[src/aopc_regs.svh]
`ifndef AOPC_REGS_SVH
`define AOPC_REGS_SVH

// sample word layout
`define AOPC_SAMPLE_W 14
`define AOPC_MSB_POS 13
`define AOPC_LSB_POS 0
// samples of delay between capture and output
`define AOPC_LATENCY 7
// format select codes (four-level input digitised to two bits)
`define AOPC_FMT_OB_NOSTAB 2'h0
`define AOPC_FMT_OB_STAB 2'h1
`define AOPC_FMT_TC_STAB 2'h2
`define AOPC_FMT_TC_NOSTAB 2'h3
// interrupt status bits
`define AOPC_IRQ_RANGE_BIT 0
`define AOPC_IRQ_SAMPLE_BIT 1
`define AOPC_IRQ_W 2
// register byte offsets
`define AOPC_REG_CTRL 4'h0
`define AOPC_REG_STATUS 4'h4
`define AOPC_REG_IRQ_STAT 4'h8
`define AOPC_REG_IRQ_MASK 4'hc
// control field positions
`define AOPC_CTRL_RANGE_POS 0
`define AOPC_CTRL_STAB_POS 1
// control reset value
`define AOPC_CTRL_RESET 32'h00000000

`endif

[src/aopc_pkg.sv]
package aopc_pkg;
    typedef logic [13:0] aopc_word_type;
    typedef enum logic [1:0] {
        AOPC_IDLE = 2'b00,
        AOPC_RUN = 2'b01,
        AOPC_OFF = 2'b10
    } aopc_state_type;
    typedef struct packed {
        logic twosComp;
        logic stabOn;
    } aopc_fmt_type;
endpackage

[src/aopc_sample_if.sv]
`timescale 1ns/100ps
`default_nettype none
interface aopc_sample_if;
    import aopc_pkg::*;
    logic strobe;
    aopc_word_type word;
    logic over;
    aopc_fmt_type fmt;
    logic randOn;
    modport src (output strobe, output word, output over);
    modport snk (input strobe, input word, input over, input fmt, input randOn);
    modport cfg (output fmt, output randOn);
endinterface
`default_nettype wire

[src/aopc_pipe.sv]
`timescale 1ns/100ps
`default_nettype none
`include "aopc_regs.svh"
module aopc_pipe import aopc_pkg::*; (
    // clock and reset
    input wire logic clk,
    input wire logic sys_rst,
    // capture strobe and raw sample
    input wire logic capture,
    input wire aopc_word_type rawWord,
    input wire logic rawOver,
    // delayed sample out
    aopc_sample_if.src outp
);
    aopc_word_type wordPipe_q [`AOPC_LATENCY];
    logic overPipe_q [`AOPC_LATENCY];
    aopc_word_type wordOut_q;
    logic overOut_q;
    logic strobe_q;

    // one stage per encode cycle of delay
    genvar i;
    generate
        for (i = 0; i < `AOPC_LATENCY; i++) begin : g_stage
            if (i == 0) begin : g_first
                always_ff @(posedge clk) begin
                    if (sys_rst) begin
                        wordPipe_q[i] <= 14'h0000;
                        overPipe_q[i] <= 1'b0;
                    end else if (capture) begin
                        wordPipe_q[i] <= rawWord;
                        overPipe_q[i] <= rawOver;
                    end
                end
            end else begin : g_next
                always_ff @(posedge clk) begin
                    if (sys_rst) begin
                        wordPipe_q[i] <= 14'h0000;
                        overPipe_q[i] <= 1'b0;
                    end else if (capture) begin
                        wordPipe_q[i] <= wordPipe_q[i-1];
                        overPipe_q[i] <= overPipe_q[i-1];
                    end
                end
            end
        end
    endgenerate

    // last stage leaves on the seventh following capture
    always_ff @(posedge clk) begin
        if (sys_rst) begin
            wordOut_q <= 14'h0000;
            overOut_q <= 1'b0;
        end else if (capture) begin
            wordOut_q <= wordPipe_q[`AOPC_LATENCY-1];
            overOut_q <= overPipe_q[`AOPC_LATENCY-1];
        end
    end

    always_ff @(posedge clk) begin
        if (sys_rst) begin
            strobe_q <= 1'b0;
        end else begin
            strobe_q <= capture;
        end
    end

    assign outp.strobe = strobe_q;
    assign outp.word = wordOut_q;
    assign outp.over = overOut_q;
endmodule
`default_nettype wire

[src/aopc_format.sv]
`timescale 1ns/100ps
`default_nettype none
`include "aopc_regs.svh"
module aopc_format import aopc_pkg::*; (
    // format select level
    input wire logic [1:0] formatSel,
    input wire logic randIn,
    // decoded configuration
    aopc_sample_if.cfg cfg
);
    aopc_fmt_type fmt;

    always_comb begin
        fmt = '0;
        case (formatSel)
            `AOPC_FMT_OB_NOSTAB: begin
                fmt.twosComp = 1'b0;
                fmt.stabOn = 1'b0;
            end
            `AOPC_FMT_OB_STAB: begin
                fmt.twosComp = 1'b0;
                fmt.stabOn = 1'b1;
            end
            `AOPC_FMT_TC_STAB: begin
                fmt.twosComp = 1'b1;
                fmt.stabOn = 1'b1;
            end
            default: begin
                fmt.twosComp = 1'b1;
                fmt.stabOn = 1'b0;
            end
        endcase
    end

    assign cfg.fmt = fmt;
    assign cfg.randOn = randIn;
endmodule
`default_nettype wire

[src/aopc_port.sv]
`timescale 1ns/100ps
`default_nettype none
`include "aopc_regs.svh"
// Summary of operation
// - fourteen output lines, top line is the most significant bit
// - sample is taken when positive encode input rises
// - data-valid pair toggles each sample; receiver latches on its edge
// - range flag high when the sample left the conversion range
// - low output enable drives outputs, high makes them float
// - power-down high stops conversion and floats all outputs
// - dither enable input switches internal dither on or off
// - four-level format input picks number format and stabilizer
// - randomizer XORs bit zero into all upper bits
// - gain select low gives gain one, high gives gain 1.5
// - each result appears seven encode cycles after its sample
module aopc_port import aopc_pkg::*; (
    // clock and reset
    input wire logic clk,
    input wire logic sys_rst,
    // encode clock pair
    input wire logic encode_clk_pos,
    input wire logic encode_clk_neg,
    // converter core sample
    input wire aopc_word_type coreWord,
    input wire logic coreOver,
    // static controls
    input wire logic power_down_in,
    input wire logic outputEnable_n,
    input wire logic dither_enable,
    input wire logic randomizer_enable,
    input wire logic gain_select,
    input wire logic [1:0] formatSel,
    // analog steering
    output logic ditherOn,
    output logic gainHigh,
    output logic analogPowerDown,
    output logic stabilizerOn,
    // sample word pins
    output logic [13:0] sample_bits,
    output logic [13:0] sampleBitsOe,
    output logic range_violation_flag,
    output logic rangeFlagOe,
    output logic data_valid_clk_pos,
    output logic data_valid_clk_neg,
    output logic dataValidOe,
    // avalon-mm slave
    input wire logic [3:0] avs_address,
    input wire logic avs_read,
    input wire logic avs_write,
    input wire logic [31:0] avs_writedata,
    input wire logic [3:0] avs_byteenable,
    output logic [31:0] avs_readdata,
    output logic avs_waitrequest,
    // interrupt
    output logic irq
);
    aopc_sample_if smp();

    logic encPos1_q, encPos2_q, encNeg1_q, encNeg2_q, encLast_q;
    logic pd1_q, pd2_q, oe1_q, oe2_q, di1_q, di2_q, rn1_q, rn2_q, gs1_q, gs2_q;
    logic [1:0] fs1_q, fs2_q;
    aopc_word_type cw1_q, cw2_q;
    logic co1_q, co2_q;
    logic encHigh, encRise, capture, outDrive;
    aopc_state_type state_q;
    aopc_word_type outWord;
    logic [31:0] ctrl_q;
    logic [`AOPC_IRQ_W-1:0] irqStat_q, irqMask_q, irqEvt;
    logic ack_q;
    logic [3:0] heldOff_q;

    // two-flop synchronisers for pins
    always_ff @(posedge clk) begin
        if (sys_rst) begin
            encPos1_q <= 1'b0;
            encPos2_q <= 1'b0;
            encNeg1_q <= 1'b0;
            encNeg2_q <= 1'b0;
            pd1_q <= 1'b1;
            pd2_q <= 1'b1;
            oe1_q <= 1'b1;
            oe2_q <= 1'b1;
            di1_q <= 1'b0;
            di2_q <= 1'b0;
            rn1_q <= 1'b0;
            rn2_q <= 1'b0;
            gs1_q <= 1'b0;
            gs2_q <= 1'b0;
            fs1_q <= 2'h0;
            fs2_q <= 2'h0;
            cw1_q <= 14'h0000;
            cw2_q <= 14'h0000;
            co1_q <= 1'b0;
            co2_q <= 1'b0;
        end else begin
            encPos1_q <= encode_clk_pos;
            encPos2_q <= encPos1_q;
            encNeg1_q <= encode_clk_neg;
            encNeg2_q <= encNeg1_q;
            pd1_q <= power_down_in;
            pd2_q <= pd1_q;
            oe1_q <= outputEnable_n;
            oe2_q <= oe1_q;
            di1_q <= dither_enable;
            di2_q <= di1_q;
            rn1_q <= randomizer_enable;
            rn2_q <= rn1_q;
            gs1_q <= gain_select;
            gs2_q <= gs1_q;
            fs1_q <= formatSel;
            fs2_q <= fs1_q;
            cw1_q <= coreWord;
            cw2_q <= cw1_q;
            co1_q <= coreOver;
            co2_q <= co1_q;
        end
    end

    // differential encode: high when positive above negative
    assign encHigh = encPos2_q & ~encNeg2_q;

    always_ff @(posedge clk) begin
        if (sys_rst) begin
            encLast_q <= 1'b0;
        end else begin
            encLast_q <= encHigh;
        end
    end

    assign encRise = encHigh & ~encLast_q;
    assign capture = encRise & (state_q == AOPC_RUN);

    // run state follows power-down
    always_ff @(posedge clk) begin
        if (sys_rst) begin
            state_q <= AOPC_IDLE;
        end else begin
            case (state_q)
                AOPC_IDLE: begin
                    state_q <= pd2_q ? AOPC_OFF : AOPC_RUN;
                end
                AOPC_RUN: begin
                    if (pd2_q) begin
                        state_q <= AOPC_OFF;
                    end
                end
                AOPC_OFF: begin
                    if (!pd2_q) begin
                        state_q <= AOPC_RUN;
                    end
                end
                default: begin
                    state_q <= AOPC_IDLE;
                end
            endcase
        end
    end

    aopc_pipe u_pipe (
        .clk(clk),
        .sys_rst(sys_rst),
        .capture(capture),
        .rawWord(cw2_q),
        .rawOver(co2_q),
        .outp(smp.src)
    );

    aopc_format u_format (
        .formatSel(fs2_q),
        .randIn(rn2_q),
        .cfg(smp.cfg)
    );

    // format and randomize the delayed word
    always_comb begin
        outWord = smp.word;
        if (smp.fmt.twosComp) begin
            outWord[`AOPC_MSB_POS] = ~smp.word[`AOPC_MSB_POS];
        end
        if (smp.randOn) begin
            outWord[`AOPC_MSB_POS:1] = outWord[`AOPC_MSB_POS:1]
                ^ {(`AOPC_SAMPLE_W-1){outWord[`AOPC_LSB_POS]}};
        end
    end

    assign outDrive = ~oe2_q & ~pd2_q & (state_q == AOPC_RUN);

    // output pins and enables
    always_ff @(posedge clk) begin
        if (sys_rst) begin
            sample_bits <= 14'h0000;
            range_violation_flag <= 1'b0;
            data_valid_clk_pos <= 1'b0;
            data_valid_clk_neg <= 1'b1;
        end else if (smp.strobe) begin
            sample_bits <= outWord;
            range_violation_flag <= smp.over;
            data_valid_clk_pos <= ~data_valid_clk_pos;
            data_valid_clk_neg <= data_valid_clk_pos;
        end
    end

    always_ff @(posedge clk) begin
        if (sys_rst) begin
            sampleBitsOe <= 14'h0000;
            rangeFlagOe <= 1'b0;
            dataValidOe <= 1'b0;
        end else begin
            sampleBitsOe <= {`AOPC_SAMPLE_W{outDrive}};
            rangeFlagOe <= outDrive;
            dataValidOe <= outDrive;
        end
    end

    // analog steering
    always_ff @(posedge clk) begin
        if (sys_rst) begin
            ditherOn <= 1'b0;
            gainHigh <= 1'b0;
            analogPowerDown <= 1'b1;
            stabilizerOn <= 1'b0;
        end else begin
            ditherOn <= di2_q;
            gainHigh <= gs2_q;
            analogPowerDown <= pd2_q;
            stabilizerOn <= smp.fmt.stabOn;
        end
    end

    // interrupt events
    assign irqEvt[`AOPC_IRQ_RANGE_BIT] = smp.strobe & smp.over;
    assign irqEvt[`AOPC_IRQ_SAMPLE_BIT] = smp.strobe;

    // bus: one wait cycle, then ack
    always_ff @(posedge clk) begin
        if (sys_rst) begin
            ack_q <= 1'b0;
        end else begin
            ack_q <= (avs_read | avs_write) & ~ack_q;
        end
    end

    always_ff @(posedge clk) begin
        if (sys_rst) begin
            avs_waitrequest <= 1'b1;
        end else begin
            avs_waitrequest <= ~((avs_read | avs_write) & ~ack_q & avs_waitrequest);
        end
    end

    logic doWrite;
    assign doWrite = avs_write & ~avs_waitrequest;

    always_ff @(posedge clk) begin
        if (sys_rst) begin
            ctrl_q <= `AOPC_CTRL_RESET;
            irqMask_q <= '0;
        end else if (doWrite) begin
            if (avs_address == `AOPC_REG_CTRL && avs_byteenable[0]) begin
                ctrl_q[7:0] <= avs_writedata[7:0];
            end
            if (avs_address == `AOPC_REG_IRQ_MASK && avs_byteenable[0]) begin
                irqMask_q <= avs_writedata[`AOPC_IRQ_W-1:0];
            end
        end
    end

    // sticky status, set wins over clear
    always_ff @(posedge clk) begin
        if (sys_rst) begin
            irqStat_q <= '0;
        end else if (doWrite && avs_address == `AOPC_REG_IRQ_STAT && avs_byteenable[0]) begin
            irqStat_q <= (irqStat_q & ~avs_writedata[`AOPC_IRQ_W-1:0]) | irqEvt;
        end else begin
            irqStat_q <= irqStat_q | irqEvt;
        end
    end

    // sample counter of output words held while drive is off
    always_ff @(posedge clk) begin
        if (sys_rst) begin
            heldOff_q <= 4'h0;
        end else if (smp.strobe && !outDrive && heldOff_q != 4'hf) begin
            heldOff_q <= heldOff_q + 4'h1;
        end
    end

    always_ff @(posedge clk) begin
        if (sys_rst) begin
            avs_readdata <= 32'h00000000;
        end else if (avs_read && ack_q == 1'b0 && avs_waitrequest) begin
            case (avs_address)
                `AOPC_REG_CTRL: avs_readdata <= {24'h000000, ctrl_q[7:0]};
                `AOPC_REG_STATUS: avs_readdata <= {5'h00, heldOff_q, state_q, outDrive,
                    smp.fmt.twosComp, smp.fmt.stabOn, rn2_q, gs2_q, di2_q, smp.over, smp.word};
                `AOPC_REG_IRQ_STAT: avs_readdata <= {30'h00000000, irqStat_q};
                `AOPC_REG_IRQ_MASK: avs_readdata <= {30'h00000000, irqMask_q};
                default: avs_readdata <= 32'h00000000;
            endcase
        end
    end

    always_ff @(posedge clk) begin
        if (sys_rst) begin
            irq <= 1'b0;
        end else begin
            irq <= |(irqStat_q & irqMask_q);
        end
    end

    logic unusedCtrl;
    assign unusedCtrl = ^ctrl_q;
endmodule
`default_nettype wire

[config.mk]
export PLATFORM = sky130hd
export DESIGN_NAME = aopc_port
export DESIGN_NICKNAME = d
export VERILOG_FILES = /design/src/aopc_pkg.sv /design/src/aopc_sample_if.sv /design/src/aopc_pipe.sv /design/src/aopc_format.sv /design/src/aopc_port.sv
export VERILOG_INCLUDE_DIRS = /design/src /design/src/src
export SDC_FILE = /design/constraint.sdc
export NUM_CORES = 1
export LEC_CHECK = 0
export BUFFER_PORTS_ARGS = -buffer_cell sky130_fd_sc_hd__buf_2
export CAP_MARGIN = 40
export CELL_PAD_IN_SITES_DETAIL_PLACEMENT = 1
export CELL_PAD_IN_SITES_GLOBAL_PLACEMENT = 2
export CORE_MARGIN = 4
export CORE_UTILIZATION = 40
export DETAILED_ROUTE_END_ITERATION = 10
export GPL_TIMING_DRIVEN = 0
export PLACE_DENSITY = 0.92
export SYNTH_ARGS = -nofsm -noshare
export SYNTH_HDL_FRONTEND = slang
export SYNTH_SLANG_ARGS = --single-unit
export TNS_END_PERCENT = 50
[constraint.sdc]
create_clock -name clk -period 9.9 [get_ports clk]
set_clock_uncertainty 0.2 [all_clocks]
set_input_delay 0.495 -clock clk [delete_from_list [all_inputs] [get_ports clk]]
set_output_delay 0.495 -clock clk [all_outputs]
set_load 0.01 [all_outputs]
* Word level (Yosys, flattened, before mapping)
Memory sizes are Yosys's and may differ from the RTL's. A register that Yosys moved wholly into a read port is not among the register bits.
Cells that the tools add are included.
** Storage, ports and cells
- Register bits :: 126
- RAM bits :: 105
- Input bits :: 68
- Logic and storage cells :: 137
- Memories kept :: 2
** Memory list
- u_pipe.wordPipe_q :: words 7, width 14, read ports 7, clocked after memory_dff 1, wr ports 7, line aopc_pipe.sv:15 : aopc_word_type wordPipe_q [`AOPC_LATENCY];
- u_pipe.overPipe_q :: words 7, width 1, read ports 7, clocked after memory_dff 1, wr ports 7, line aopc_pipe.sv:16 : logic overPipe_q [`AOPC_LATENCY];
** Operators by class
- Add/subtract/negate cells :: 1
- Equality and inequality tests :: 10
- Multiplexer cells :: 28
- Bitwise operators :: 39
- Reductions and logical operators :: 16
** Operators by type and width (count)
- $pmux W27 S4 :: 1
- $mux W14 :: 7
- $or A1 B1 Y1 :: 15
- $mux W1 :: 13
- $mux W13 :: 1
- $xor A13 B13 Y13 :: 1
- $pmux W2 S3 :: 2
- $and A1 B1 Y1 :: 9
- $not A1 Y1 :: 9
- $eq A4 B4 Y1 const B :: 2
- $logic_and A1 B1 Y1 :: 8
- $mux W2 :: 4
- $reduce_and A2 Y1 :: 3
- $add A4 B1 Y4 const B :: 1
- $and A2 B2 Y2 :: 2
- $eq A2 B1 Y1 const B :: 2
- $eq A2 B2 Y1 const B :: 2
- $eq A4 B3 Y1 const B :: 1
- $logic_not A2 Y1 :: 2
- $logic_not A4 Y1 :: 1
- $ne A2 B2 Y1 const B :: 2
- $ne A4 B4 Y1 const B :: 1
- $or A2 B2 Y2 :: 2
- $not A2 Y2 :: 1
- other kinds (2) :: 2

* Longest topological paths before layout
- Word-level depth :: 8
- Gate-level depth with buffers :: 5

* By module
A second synthesis with hierarchy kept.
** Unflattened totals
- Cells, all modules :: 672
- Area total of the unflattened synthesis :: 8765.9 um2
** Modules (own cells, without submodules)
- aopc_pipe :: instances 1, cells each 273, area each 4460.5 um2, seq. area each 3473.3 um2
- aopc_port :: instances 1, cells each 393, area each 4259.1 um2, seq. area each 2382.3 um2
- aopc_format :: instances 1, cells each 6, area each 46.3 um2, seq. area each 0.0 um2

* Worst setup path before layout
Ideal clock, no wire load.
- Kind :: reg-to-reg
- Start :: register state_q[0]
- End :: memory u_pipe.overPipe_q[0] (enable)
- Arrival :: 3.182 ns
- Required time :: 9.241 ns
- Path slack :: 6.060 ns
- Stages on the path, launching flop included :: 5
- Period minus slack after synthesis :: 3.840 ns
- Path through :: dfxtp_1 nor3b_2 a31oi_1 buf_2 inv_1
** RTL lines
- from (decl) :: line aopc_port.sv:65 : aopc_state_type state_q;
- from (signal assigned) :: line aopc_port.sv:140 : state_q <= pd2_q ? AOPC_OFF : AOPC_RUN;
- to (decl) :: line aopc_pipe.sv:16

==> impl_metrics.csv <==
group,metric,value,unit
floorplanning,die_h,155,µm
global_route,antenna_found_initial,0,
worst_setup_path,crit_required,9.91,ns
final_layout,final_common_cell,"dfxtp_1",
worst_setup_path,crit_fanout,53,
sta,report.final.hold_viol_count,0,
worst_setup_path,r2r_cells,5,
route,vias_per_cell,5.02,
logic_synthesis,syn_area,8640,µm²
sta,setup_viol,0,
power_and_ir_drop,pwr-share-seq,51.2,%
floorplanning,die-area,24000,µm²
sta,tns,0,ns
worst_setup_path,rr_startpoint,"state_q[0]$_SDFFE_PP0P_",
logic_synthesis,synthArstFlopShare,0,%
final_layout,design_area,10700,µm²
floorplanning,die_width,155,µm
logic_synthesis,synth-xor-area-share,1.59,%
status,status,"finished, final reports clean",
clock_network,cts_tree,"built",
worst_setup_path,crit_type,"register to register",
clock_network,post_cts_resized,0,
min_path,hold_class,"input port to register",
power_and_ir_drop,power_frac_comb,3.4,%
route,first_pass_iters,4,
placement,hpwl,13200,µm
worst_setup_path,critPathLaunchType,"register",
power_and_ir_drop,clkPwrFrac,45.4,%
global_route,overflow,0,
worst_setup_path,regToRegEndpoint,"u_pipe.wordPipe_q[0][11]$_SDFFCE_PP0P_",
worst_setup_path,crit_start,"state_q[0]$_SDFFE_PP0P_",
logic_synthesis,synth_compound_area_share,6.67,%
logic_synthesis,synth-main-ff-cell,"dfxtp_1",
power_and_ir_drop,p_int,1.65,mW
logic_synthesis,syn_area_per_cell,13.0,µm²
final_layout,area_growth,23.4,%
final_layout,final_cell_mix,"dfxtp_1 (135), buf_2 (116), and3_1 (107)",
global_route,grt_usage,16.3,%
route,avgRoutedWirePerCell,17.6,µm
route,drc,0,
logic_synthesis,synth_top_area_share,36.5,%
clock_network,cts_sinks,240,
logic_synthesis,yosysSeqAreaShare,67.7,%
worst_setup_path,reg2reg_slack,6.81,ns
sta,slew_viol_final,0,
global_route,grt_pass1_wl,31700,µm
floorplanning,io_pins,139,
placement,place_area,9560,µm²
worst_setup_path,crit_end,"u_pipe.wordPipe_q[0][11]$_SDFFCE_PP0P_",
logic_synthesis,synthSimpleGateAreaFrac,16.5,%
sta,timing.final.crit_share,31.2,%
logic_synthesis,yosysWarnings,0,
logic_synthesis,synth_mux_area_share,2.75,%
clock_network,cts-root-buf,"clkbuf_16",
placement,numPortBuffers,106,
placement,place.gp.congestion,0.770,
route,via_count,5632,
worst_setup_path,slowest_stage,"nor3b_2",
clock_network,htreeDepth,1,
logic_synthesis,yosysTopAreaCell,"edfxtp_1",
global_route,grt_max_degree,54,
floorplanning,initial_utilization,40.9,%
final_layout,nets,900,
clock_network,cts_buffers,25,
logic_synthesis,synth_area_leaders,"edfxtp_1 (36%), dfxtp_1 (31%), and3_1 (7.7%)",
sta,max_slew_margin,47.2,%
sta,fin_crit,3.09,ns
power_and_ir_drop,power.switching,434,µW
power_and_ir_drop,peakVddDrop,0.000131,V
logic_synthesis,netlist_instances,666,
sta,fmax,0.323,GHz
logic_synthesis,synth_top_family_by_area,"simple AND/OR/NAND/NOR gates",
route,wl,19800,µm
clock_network,clock_latency,0.53,ns
final_layout,drive_gt1_share,23.8,%
worst_setup_path,crit_arrival,3.10,ns
route,detail_route.iter0.violations,240,
global_route,grt_pass1_vias,5969,
power_and_ir_drop,p_sw_share,20.8,%
route,antenna_left,0,
worst_setup_path,path_cells,"nor3b_2, a31oi_1, buf_2, inv_4, buf_16",
job,cap_violations,0,
sta,worst_pin_slew,0.793,ns
sta,rsz0062_at_grt,"no",
power_and_ir_drop,leakage,4.65,nW
clock_network,path_clk_slew,0.06,ns
logic_synthesis,synth_fa_ha_area_share,0.434,%
worst_setup_path,end_kind,"register",
floorplanning,core_area,21200,µm²
clock_network,clock_path_buffers,3,
power_and_ir_drop,powerDensity,195,nW/µm²
logic_synthesis,ys_ff_latch,240,
worst_setup_path,slowest_delay,0.56,ns
logic_synthesis,synth.distinct_cells,43,
floorplanning,placementRows,53,
logic_synthesis,synth_edf_count,105,
final_layout,n_antenna_cell,0,
[flip-flops by register name, summed over array words and instances, names as in the netlist, 4 cells and up]
signal             count
u_pipe.wordPipe_q     98
avs_readdata          27
u_pipe.overPipe_q      7
sample_bits           14
cw2_q                 14
cw1_q                 14
ctrl_q                 8
heldOff_q              4
u_pipe.outp.word      14
[synthesized netlist by cell type (2+ instances only)]
cell / n
dfxtp_1: 135
and3_1: 107
edfxtp_1: 105
nor2b_1: 48
a22o_1: 34
clkbuf_1: 34
nand2_1: 24
nor2_1: 23
buf_4: 20
mux2i_1: 20
a211oi_1: 15
xor2_1: 12
nor3_1: 11
buf_2: 10
a31o_2: 7
or2_2: 7
a22oi_1: 5
buf_1: 5
inv_1: 5
a21oi_1: 4
a311oi_1: 4
ha_1: 3
nor4b_1: 3
a31oi_1: 2
and2_1: 2
and4_1: 2
mux2_2: 2
nor3b_2: 2
[power by group through the flow]
stage / clock network (mW) / logic [mW] / registers [mW]
final: 0.945 / 0.0718 / 1.07
after global routing: 1.01 / 0.0793 / 1.07
after CTS: 0.965 / 0.0720 / 1.07
after detailed placement: 0 / 0.0636 / 1.09
after global placement: 0 / 0.0604 / 1.09
after floorplan: 0 / 0.0365 / 1.09
[critical path, delay by kind of cell, from the launching register on]
family,cells,cell delay (ns)
AO/OA/AOI/OAI,1,0.39
buffers and inverters,3,1.17
flip-flops,1,0.39
AND/OR/NAND/NOR,1,0.56
[cell families after synthesis]
| family | Yosys count |
|---|---|
| muxes | 23 |
| AOI/OAI and AO/OA | 71 |
| adders and majority gates | 3 |
| buffers and inverters | 75 |
| DFF | 240 |
| xor gates and xnor gates | 14 |
| and+or+nand+nor | 239 |
| other | 1 |
[area by class of cell]
type | instances | area (µm²)
Buffer | 69 | 347
Clock buffer | 38 | 766
Clock inverter | 8 | 83.8
Fill cell | 2211 | 10500
Inverter | 6 | 25.0
Multi-Input combinational cell | 355 | 2430
Sequential cell | 240 | 5860
Tap cell | 275 | 344
Timing Repair Buffer | 132 | 808
[worst min path at each step]
stage                     startpoint              endpoint  depth (start not counted)
finish                encode_clk_neg  encNeg1_q$_SDFF_PP0_                          2
global route          encode_clk_neg  encNeg1_q$_SDFF_PP0_                          2
CTS                   encode_clk_neg  encNeg1_q$_SDFF_PP0_                          2
detailed placement  pd1_q$_SDFF_PP1_      pd2_q$_SDFF_PP1_                          1
global placement    oe1_q$_SDFF_PP1_      oe2_q$_SDFF_PP1_                          1
floorplan           oe1_q$_SDFF_PP1_      oe2_q$_SDFF_PP1_                          1
[timing repair]
item | CTS | global route
endpoints found under the hold margin | 25 | 0
buffers inserted | 0 | 0
hold buffers | 25 | 0
[per-layer routing]
| metal | global-route usage, % | routed length [µm] | vias up |
|---|---|---|---|
| met5 | 0 | 0 | - |
| li1 | - | - | 2710 |
| met1 | 19.7 | 8210 | 2772 |
| met4 | 4.08 | 376 | 0 |
| met3 | 2.81 | 897 | 29 |
| met2 | 30.3 | 10300 | 121 |
[metrics by stage]
stage | power (mW) | worst slack (ns) | util [%] | std cells | hold slack [ns]
after floorplan | 1.12 | 6.06 | - | 670 | 0.189
after CTS | 2.10 | 6.77 | 50.4 | 1123 | 0.00000500
after global routing | 2.16 | 6.58 | 50.4 | 1123 | 0.00132
after detailed placement | 1.15 | 6.79 | 45.2 | 1052 | 0.199
after global placement | 1.15 | 4.75 | 45.1 | 1051 | 0.194
final | 2.08 | 6.81 | 50.4 | 1123 | 0.0158
Note: power is estimated with default switching activity, not from simulation.
